$ cat config.mk
export PLATFORM = sky130hd
export DESIGN_NAME = elc_regs
export DESIGN_NICKNAME = d
export VERILOG_FILES = /design/src/rtl/elc_pkg.sv /design/src/rtl/elc_stat_if.sv /design/src/rtl/elc_weight.sv /design/src/rtl/elc_regs.sv
export SDC_FILE = /design/constraint.sdc
export NUM_CORES = 1
export LEC_CHECK = 0
export BUFFER_PORTS_ARGS = -buffer_cell sky130_fd_sc_hd__buf_2
export CAP_MARGIN = 20
export CORE_UTILIZATION = 65
export CTS_CLUSTER_DIAMETER = 50
export DETAILED_ROUTE_END_ITERATION = 6
export PLACE_DENSITY = 0.86
export SKIP_LAST_GASP = 1
export SLEW_MARGIN = 5
export SYNTH_ARGS = -nofsm -noshare
export SYNTH_HDL_FRONTEND = slang
export SYNTH_SLANG_ARGS = --single-unit
$ cat constraint.sdc
create_clock -name mclk -period 13.9 [get_ports mclk]
set_input_delay 0.695 -clock mclk [delete_from_list [all_inputs] [get_ports mclk]]
set_output_delay 0.695 -clock mclk [all_outputs]
set_load 0.01 [all_outputs]
$ cat src/rtl/elc_pkg.sv
// Constants shared by the exposure loop configuration block
//
// Contract
// RULE1: Freeze bit holds the loop averaging filter and the applied gains unchanged.
// RULE2: Subsample bit clear uses every pixel, set uses every fourth pixel.
// RULE3: Stage order bit set (reset) raises stage one first, clear prefers stage two.
// RULE4: Red contributions weighted by a 3.7 unsigned factor, reset 0x80 meaning unity.
// RULE5: First and second green contributions each have their own 3.7 factor.
// RULE6: Blue contributions weighted by their own 3.7 factor, reset to unity.
// RULE7: Loop never drives digital gain above the programmed 5.7 upper bound.
// RULE8: Loop adjusts only when enabled; restart write reloads filter with target level.
`default_nettype none
package elc_pkg;
    localparam int ADDR_W = 8;
    localparam int DATA_W = 16;
    localparam int PIX_W  = 10;
    localparam int WGT_W  = 10;
    localparam int DG_W   = 12;
    localparam int STG_W  = 2;
    localparam int COL_W  = 2;
    localparam int CTRL_W = 5;

    // Register addresses
    localparam logic [7:0] A_CTRL   = 8'ha0;
    localparam logic [7:0] A_TARGET = 8'ha1;
    localparam logic [7:0] A_RED    = 8'ha2;
    localparam logic [7:0] A_GRN1   = 8'ha3;
    localparam logic [7:0] A_GRN2   = 8'ha4;
    localparam logic [7:0] A_BLUE   = 8'ha5;
    localparam logic [7:0] A_SPARE  = 8'ha6;

    // Reset values and the fixed spare register read value
    localparam logic [4:0]  CTRL_RST   = 5'h10;
    localparam logic [15:0] TARGET_RST = 16'h60b8;
    localparam logic [9:0]  WGT_RST    = 10'h080;
    localparam logic [15:0] SPARE_VAL  = 16'h03ff;

    // Control field positions
    localparam int B_EN      = 0;
    localparam int B_RESTART = 1;
    localparam int B_FREEZE  = 2;
    localparam int B_SUB     = 3;
    localparam int B_AMPPRI  = 4;

    // Colour channel codes
    localparam logic [1:0] COL_RED  = 2'h0;
    localparam logic [1:0] COL_GRN1 = 2'h1;
    localparam logic [1:0] COL_GRN2 = 2'h2;
    localparam logic [1:0] COL_BLUE = 2'h3;

    localparam int          FRAC_W     = 7;
    localparam int          FILT_SHIFT = 4;
    localparam logic [1:0]  SUB_LAST   = 2'h3;
    localparam logic [1:0]  STG_STEP   = 2'h1;
    localparam logic [1:0]  STG_MIN    = 2'h0;
    localparam logic [9:0]  PIX_MAX    = 10'h3ff;
    localparam logic [11:0] DG_UNITY   = 12'h080;
    localparam logic [11:0] DG_STEP    = 12'h001;

    // Scales a pixel by a 3.7 factor and saturates to the pixel range
    function automatic logic [9:0] weigh(input logic [9:0] pix, input logic [9:0] w);
        logic [19:0] prod;
        logic [12:0] shifted;
        prod    = pix * w;
        shifted = prod[19:FRAC_W];
        return (|shifted[12:10]) ? PIX_MAX : shifted[9:0];
    endfunction : weigh
endpackage : elc_pkg
`default_nettype wire

$ cat src/rtl/elc_stat_if.sv
// Pixel path between subsampler and channel weighting stage
`timescale 1ns/1ps
`default_nettype none
interface elc_stat_if;
    logic       pix_valid;
    logic [1:0] pix_color;
    logic [9:0] pix_data;
    logic       wgt_valid;
    logic [9:0] wgt_data;

    modport src (output pix_valid, output pix_color, output pix_data,
                 input wgt_valid, input wgt_data);
    modport wgt (input pix_valid, input pix_color, input pix_data,
                 output wgt_valid, output wgt_data);
endinterface : elc_stat_if
`default_nettype wire

$ cat src/rtl/elc_weight.sv
// Per-colour weighting of accepted pixels for the exposure statistics
`timescale 1ns/1ps
`default_nettype none
module elc_weight (
    input  wire logic       mclk,
    input  wire logic       nrst,
    input  wire logic [9:0] red_weight,
    input  wire logic [9:0] grn1_weight,
    input  wire logic [9:0] grn2_weight,
    input  wire logic [9:0] blue_weight,
    elc_stat_if.wgt         st
);
    wire logic [9:0] sel_weight;

    assign sel_weight = (st.pix_color == elc_pkg::COL_RED)  ? red_weight  :
                        (st.pix_color == elc_pkg::COL_GRN1) ? grn1_weight :
                        (st.pix_color == elc_pkg::COL_GRN2) ? grn2_weight :
                        blue_weight;

    always_ff @(posedge mclk) begin
        if (!nrst) begin
            st.wgt_valid <= 1'b0;
            st.wgt_data  <= '0;
        end else begin
            st.wgt_valid <= st.pix_valid;
            if (st.pix_valid) begin
                st.wgt_data <= elc_pkg::weigh(st.pix_data, sel_weight); // RULE4 RULE5 RULE6
            end
        end
    end
endmodule : elc_weight
`default_nettype wire

$ cat src/rtl/elc_regs.sv
// Exposure loop configuration registers with the loop filter and gain stepper
`timescale 1ns/1ps
`default_nettype none
module elc_regs (
    input  wire logic        mclk,
    input  wire logic        nrst,
    input  wire logic [7:0]  reg_addr,
    input  wire logic [15:0] reg_wdata,
    input  wire logic        reg_wr,
    input  wire logic        reg_rd,
    output logic      [15:0] reg_rdata,
    input  wire logic        pix_valid,
    input  wire logic [1:0]  pix_color,
    input  wire logic [9:0]  pix_data,
    input  wire logic        frame_end,
    input  wire logic [1:0]  max_gain_stage1,
    input  wire logic [1:0]  max_gain_stage2,
    input  wire logic [11:0] max_digital_gain,
    output logic      [1:0]  gain_stage1,
    output logic      [1:0]  gain_stage2,
    output logic      [11:0] digital_gain,
    output logic      [9:0]  filtered_level
);
    logic [4:0]  ctrl;
    logic [15:0] target;
    logic [9:0]  red_weight;
    logic [9:0]  grn1_weight;
    logic [9:0]  grn2_weight;
    logic [9:0]  blue_weight;
    logic [1:0]  sub_cnt [4];

    elc_stat_if st ();

    ////////////////////////////////////////////////////////////////////////////
    // Register decode
    wire logic wr_ctrl   = reg_wr && reg_addr == elc_pkg::A_CTRL;
    wire logic wr_target = reg_wr && reg_addr == elc_pkg::A_TARGET;
    wire logic wr_red    = reg_wr && reg_addr == elc_pkg::A_RED;
    wire logic wr_grn1   = reg_wr && reg_addr == elc_pkg::A_GRN1;
    wire logic wr_grn2   = reg_wr && reg_addr == elc_pkg::A_GRN2;
    wire logic wr_blue   = reg_wr && reg_addr == elc_pkg::A_BLUE;

    wire logic restart_evt = wr_ctrl && reg_wdata[elc_pkg::B_RESTART];
    wire logic en          = ctrl[elc_pkg::B_EN];
    wire logic frz         = ctrl[elc_pkg::B_FREEZE];
    wire logic subsample   = ctrl[elc_pkg::B_SUB];
    wire logic pri         = ctrl[elc_pkg::B_AMPPRI];

    wire logic [15:0] rd_val =
        (reg_addr == elc_pkg::A_CTRL)   ? {11'h000, ctrl}        :
        (reg_addr == elc_pkg::A_TARGET) ? target                 :
        (reg_addr == elc_pkg::A_RED)    ? {6'h00, red_weight}    :
        (reg_addr == elc_pkg::A_GRN1)   ? {6'h00, grn1_weight}   :
        (reg_addr == elc_pkg::A_GRN2)   ? {6'h00, grn2_weight}   :
        (reg_addr == elc_pkg::A_BLUE)   ? {6'h00, blue_weight}   :
        (reg_addr == elc_pkg::A_SPARE)  ? elc_pkg::SPARE_VAL     :
        16'h0000;

    always_ff @(posedge mclk) begin
        if (!nrst) begin
            ctrl        <= elc_pkg::CTRL_RST; // RULE3
            target      <= elc_pkg::TARGET_RST;
            red_weight  <= elc_pkg::WGT_RST; // RULE4
            grn1_weight <= elc_pkg::WGT_RST; // RULE5
            grn2_weight <= elc_pkg::WGT_RST; // RULE5
            blue_weight <= elc_pkg::WGT_RST; // RULE6
            reg_rdata   <= '0;
        end else begin
            if (wr_ctrl)   ctrl        <= reg_wdata[4:0];
            if (wr_target) target      <= reg_wdata;
            if (wr_red)    red_weight  <= reg_wdata[9:0];
            if (wr_grn1)   grn1_weight <= reg_wdata[9:0];
            if (wr_grn2)   grn2_weight <= reg_wdata[9:0];
            if (wr_blue)   blue_weight <= reg_wdata[9:0];
            if (reg_rd)    reg_rdata   <= rd_val;
        end
    end

    ////////////////////////////////////////////////////////////////////////////
    // Subsampling: per-colour phase counter picks one pixel in four
    wire logic sub_hit = sub_cnt[pix_color] == elc_pkg::SUB_LAST;

    assign st.pix_valid = pix_valid && (!subsample || sub_hit); // RULE2
    assign st.pix_color = pix_color;
    assign st.pix_data  = pix_data;

    always_ff @(posedge mclk) begin
        if (!nrst) begin
            for (int i = 0; i < 4; i++) begin
                sub_cnt[i] <= '0;
            end
        end else if (pix_valid) begin
            sub_cnt[pix_color] <= sub_cnt[pix_color] + elc_pkg::STG_STEP; // RULE2
        end
    end

    elc_weight u_weight (
        .mclk        (mclk),
        .nrst        (nrst),
        .red_weight  (red_weight),
        .grn1_weight (grn1_weight),
        .grn2_weight (grn2_weight),
        .blue_weight (blue_weight),
        .st          (st.wgt)
    );

    ////////////////////////////////////////////////////////////////////////////
    // Averaging filter: first-order low pass of weighted samples
    wire logic signed [10:0] diff = signed'({1'b0, st.wgt_data}) - signed'({1'b0, filtered_level});
    wire logic signed [10:0] step = diff >>> elc_pkg::FILT_SHIFT;
    wire logic [9:0] next_level   = filtered_level + step[9:0];

    always_ff @(posedge mclk) begin
        if (!nrst) begin
            filtered_level <= elc_pkg::TARGET_RST[9:0];
        end else if (restart_evt) begin
            filtered_level <= target[9:0]; // RULE8
        end else if (st.wgt_valid && en && !frz) begin
            filtered_level <= next_level; // RULE1 RULE8
        end
    end

    ////////////////////////////////////////////////////////////////////////////
    // Gain stepper, one step per frame
    wire logic adjust = frame_end && en && !frz; // RULE1 RULE8
    wire logic raise  = adjust && filtered_level < target[9:0];
    wire logic lower  = adjust && filtered_level > target[9:0];

    wire logic s1_can_up = gain_stage1 < max_gain_stage1;
    wire logic s2_can_up = gain_stage2 < max_gain_stage2;
    wire logic dg_can_up = {1'b0, digital_gain} + {1'b0, elc_pkg::DG_STEP} <=
                           {1'b0, max_digital_gain};
    wire logic dg_can_dn = digital_gain > elc_pkg::DG_UNITY;
    wire logic s1_zero   = gain_stage1 == elc_pkg::STG_MIN;
    wire logic s2_zero   = gain_stage2 == elc_pkg::STG_MIN;

    wire logic up_s1 = raise && s1_can_up && (pri || !s2_can_up); // RULE3
    wire logic up_s2 = raise && s2_can_up && (!pri || !s1_can_up); // RULE3
    wire logic up_dg = raise && !s1_can_up && !s2_can_up && dg_can_up; // RULE7
    wire logic dn_dg = lower && dg_can_dn;
    wire logic dn_s2 = lower && !dg_can_dn && !s2_zero && (pri || s1_zero); // RULE3
    wire logic dn_s1 = lower && !dg_can_dn && !s1_zero && (!pri || s2_zero); // RULE3
    wire logic dg_over = adjust && digital_gain > max_digital_gain;

    wire logic [11:0] next_dg =
        dg_over ? max_digital_gain : // RULE7
        up_dg   ? digital_gain + elc_pkg::DG_STEP :
        dn_dg   ? digital_gain - elc_pkg::DG_STEP :
        digital_gain;
    wire logic [1:0] next_s1 = up_s1 ? gain_stage1 + elc_pkg::STG_STEP :
                               dn_s1 ? gain_stage1 - elc_pkg::STG_STEP : gain_stage1;
    wire logic [1:0] next_s2 = up_s2 ? gain_stage2 + elc_pkg::STG_STEP :
                               dn_s2 ? gain_stage2 - elc_pkg::STG_STEP : gain_stage2;

    always_ff @(posedge mclk) begin
        if (!nrst) begin
            gain_stage1  <= elc_pkg::STG_MIN;
            gain_stage2  <= elc_pkg::STG_MIN;
            digital_gain <= elc_pkg::DG_UNITY;
        end else begin
            gain_stage1  <= next_s1;
            gain_stage2  <= next_s2;
            digital_gain <= next_dg;
        end
    end
endmodule : elc_regs
`default_nettype wire

==> results.txt <==
- The die covers approximately 17000 sq um.
- Traced cell by cell, the critical path runs through buf_2 -> mux4_2 -> and2_1 -> fa_1 -> fa_1 -> inv_1 -> fa_1 -> inv_1 -> fa_1 -> inv_1 -> fa_1 -> inv_1 -> ha_1 -> a21oi_1 -> o21ai_0 -> a31o_1 -> a311o_1 -> a2111o_1 -> o21ai_4 -> a31oi_1.
- Die height: 130 microns
* Die Wd: about 130 microns
* Lkg Pwr: approximately 5.9 nW
* Final Max Slew Viols: 0
- After global routing the overflow that remains totals 0.
- Remaining number of nets flagged by the antenna check after routing: 0
- Standard cell core area: roughly 16000 sq um
- The number of antenna diodes in the final layout is 0.
- For the worst setup path, the data arrival time is about 6.8 ns.
- Part of the Yosys area used for sequential elements: 0.238
- The worst setup path is captured at a flop.
- The H-tree generated during clock tree synthesis spans 4 levels.
- At the worst endpoint, the required time is approximately 14 ns.
- Layout cells sized above 1: 0.123
* Slew at the pin closest to its max-slew limit: between 0.9 and 1 ns
- Switching portion of total power: 0.252
* Warning count from the yosys run: 0
* Worst Setup Slack, final: around 7.4 ns
- For this design the total switching power over the nets is approximately 230 uW.
- Total power for the finished layout comes to 910 uW.
- Count of flip-flops with a built-in enable after synthesis: 8
* Setup Slack @ Placement: between 6 and 7 ns
* Via Count: approximately 9000
- In this design, the critical path's most frequently occurring cell is fa_1.
* DRT Pass-1 Iters: 6
* Placed Instances: around 1500
* Num rows: between 40 and 50
- The average instance in the mapped netlist occupies between 8 and 9 sq um.
* Gate Count Post-Synth: around 1200
* Routed wire length: 27.3 mm
* Post-cts gate resize count: 0
- At the later pin of the worst-skew pair, clock insertion delay measures about 0.43 ns.
* Setup TNS Final: 0 ns
- In the synthesized netlist the async set-or-reset flop fraction comes to 0.
- TritonCTS built the clock tree.
- Hold crit path type: flop to flop
- Outcome: finished clean
- Fin crit period: 6.47 ns
- Dividing the detail-routed via count by the number of cells gives between 6 and 7.
* Routed length per instance: 17.9 microns
- Clock network power share: 0.493
- On the final layout, the worst hold slack is roughly 0.45 ns.
- Setup repair after global routing left no endpoint under its margin.
- Hold violation total from the final report: 0
- Max-capacitance violation count: 0
* Number of distinct library cell variants in the gate-level netlist after synthesis: 64
- Detailed placement HPWL: between 20 and 25 mm
- On the worst path, the slowest cell contributes a delay of 0.69 ns.
- On the final layout, the worst clock skew is 0.00975 ns.
* GR Util All Layers: 0.338
- Max Buffers Root-to-Sink: 2
* Total power divided by cell area: between 70 and 80 nW/um^2
- 100 I/O pins were placed.
* Effective utilization at floorplan: 0.668
- Buffers added to address setup during post-CTS repair amount to 0.
* Setup slack on the worst flop-to-flop path: 7.84 ns
- Counting the buffers created by CTS gives 17.
* Mapped Area: 10600 sq um
* Master cell of the clock root buffer: clkbuf_16
- Wire length of the first global-routing pass: between 40 and 50 mm
* Max-slew headroom at the worst pin: 0.390
* Hold bufs inserted after CTS: 0
* Initial antenna violation count: 0
- Entering global routing, the biggest net connects 75 pins.
- Fraction of power consumed by combinational cells: 0.110
- Ratio of final minimum period to clock period: 0.465
* Number of synthesized register bits: approximately 120
* Buffers on Ports: slightly below 100
- The slowest stage of the critical path belongs to the cell mux4_2.
- The critical path is of the input port to flop type.
- In the final design database the tool counted 1535 nets.
* Internal Pwr Total: a little under 700 uW
- The via count of the first global-routing pass is ~9100.
* Gp weighted congestion: 0.892
* Part of the total power dissipated in sequential elements: 0.397
- Layout area overhead: 11.4%
- Prevailing post-synth register cell: dfxtp_1
* Initial DRC Count: between 600 and 700
- In this run the worst path has a maximum fanout of 22.
- The worst setup path is launched from an input port.
- Clock-pin slew was measured on the worst setup and hold paths at 0.05 ns.
- The finished layout holds around 1500 standard cells, fillers aside.
* Final setup violating endpoints: 0
* Sinks on Clock Net: approximately 120
- DRC errors left: 0
* Synthesized Nets: 1462
- For this run, the top clock speed supported by timing is 155 MHz.
- Worst IR Drop VDD: 0.0963 mV
-- worst paths after layout --
path	start	end	cells past startpoint
worst min register to register	ctrl[1]$_SDFFE_PN0P_	ctrl[1]$_SDFFE_PN0P_	2
worst min-delay path	ctrl[1]$_SDFFE_PN0P_	ctrl[1]$_SDFFE_PN0P_	2
worst max-delay path	pix_color[0]	u_weight.st.wgt_data[8]$_SDFFE_PN0P_	20
worst max register to register	blue_weight[6]$_SDFFE_PN0P_	u_weight.st.wgt_data[8]$_SDFFE_PN0P_	19
-- cell families after synthesis --
kind of cell	share of synthesized area
simple gates	0.181
xor+xnor	0.0396
flops	0.238
mux	0.0877
fa+ha+maj	0.261
buf+inv	0.0557
compound gates	0.137
-- power groups by stage --
stage	logic, mW	clock network [mW]	registers, mW
CTS	0.0985	0.451	0.361
finish	0.100	0.449	0.361
global placement	0.0939	0	0.369
global route	0.110	0.468	0.361
floorplan	0.0667	0	0.368
detailed placement	0.0969	0	0.369
-- critical path, delay by kind of cell --
| kind | cells | cell delay [ns] |
|---|---|---|
| AOI/OAI and AO/OA | 7 | 1.65 |
| adders and majority gates | 6 | 2.86 |
| buffers and inverters | 5 | 0.60 |
| muxes | 1 | 0.69 |
| and+or+nand+nor | 1 | 0.23 |
-- area by class of cell --
type / count / area [sq um]
clock buffers: 20 / 447
clock inverters: 11 / 148
repair buffers: 105 / 544
multi-input cells: 944 / 7500
inverters: 104 / 390
fillers: 1138 / 4070
flip-flops and latches: 122 / 2520
well taps: 216 / 270
-- per-stage QoR --
step	cell area, sq um	utilization
6_report	11800	0.744
5_1_grt	11800	0.744
4_1_cts	11800	0.743
3_5_place_dp	11200	0.705
3_3_place_gp	11200	0.705
2_1_floorplan	10600	-
-- cell usage in the layout (no fill, tap or decap), types with 7 or more instances in the layout --
master,instances
nand2_1,126
ha_1,120
nor2_1,115
dfxtp_1,114
inv_1,103
buf_2,99
a21oi_1,76
fa_1,63
and2_1,62
mux2i_1,58
o21ai_0,50
xnor2_1,25
xor2_1,23
nand3_1,20
a21o_1,19
clkbuf_16,17
nor3_1,15
a31oi_1,14
mux4_2,13
a211oi_1,12
nor2b_1,11
nand2b_1,9
and3_1,9
nand4_1,9
o211ai_1,9
edfxtp_1,8
o21a_1,7
-- cell usage after synthesis, types with 12 or more instances --
library cell  instances  area, sq um
xnor2_1              25          219
and2_1               62          388
mux4_2               13          293
nand2_1             126          473
a21oi_1              76          380
buf_1                13         48.8
clkbuf_1             36          135
nor2_1              115          432
nand3_1              20          100
o21ai_0              50          250
fa_1                 63         1260
a21o_1               19          143
dfxtp_1             114         2280
inv_1               103          387
mux2i_1              58          581
a211oi_1             12         90.1
a31oi_1              14         87.6
ha_1                120         1500
xor2_1               23          201
nor3_1               16         80.1
-- sequential cells by signal, summed over array words and instances (netlist names) --
name	cells
gain_stage2	2
target	16
filtered_level	10
reg_rdata	16
digital_gain	12
gain_stage1	2
ctrl	5
red_weight	10
blue_weight	10
sub_cnt	8
u_weight.st.wgt_valid	1
u_weight.st.wgt_data	10
grn2_weight	10
grn1_weight	10
-- layer usage --
metal  up-vias  wire length, microns  track usage
met3        85                  1740       0.0623
li1       4345                     -            -
met1      4431                 11100        0.410
met2       366                 13300        0.573
met5         -                     0            0
met4         0                  1070        0.176
No activity file was read; power rests on OpenSTA's default activity.
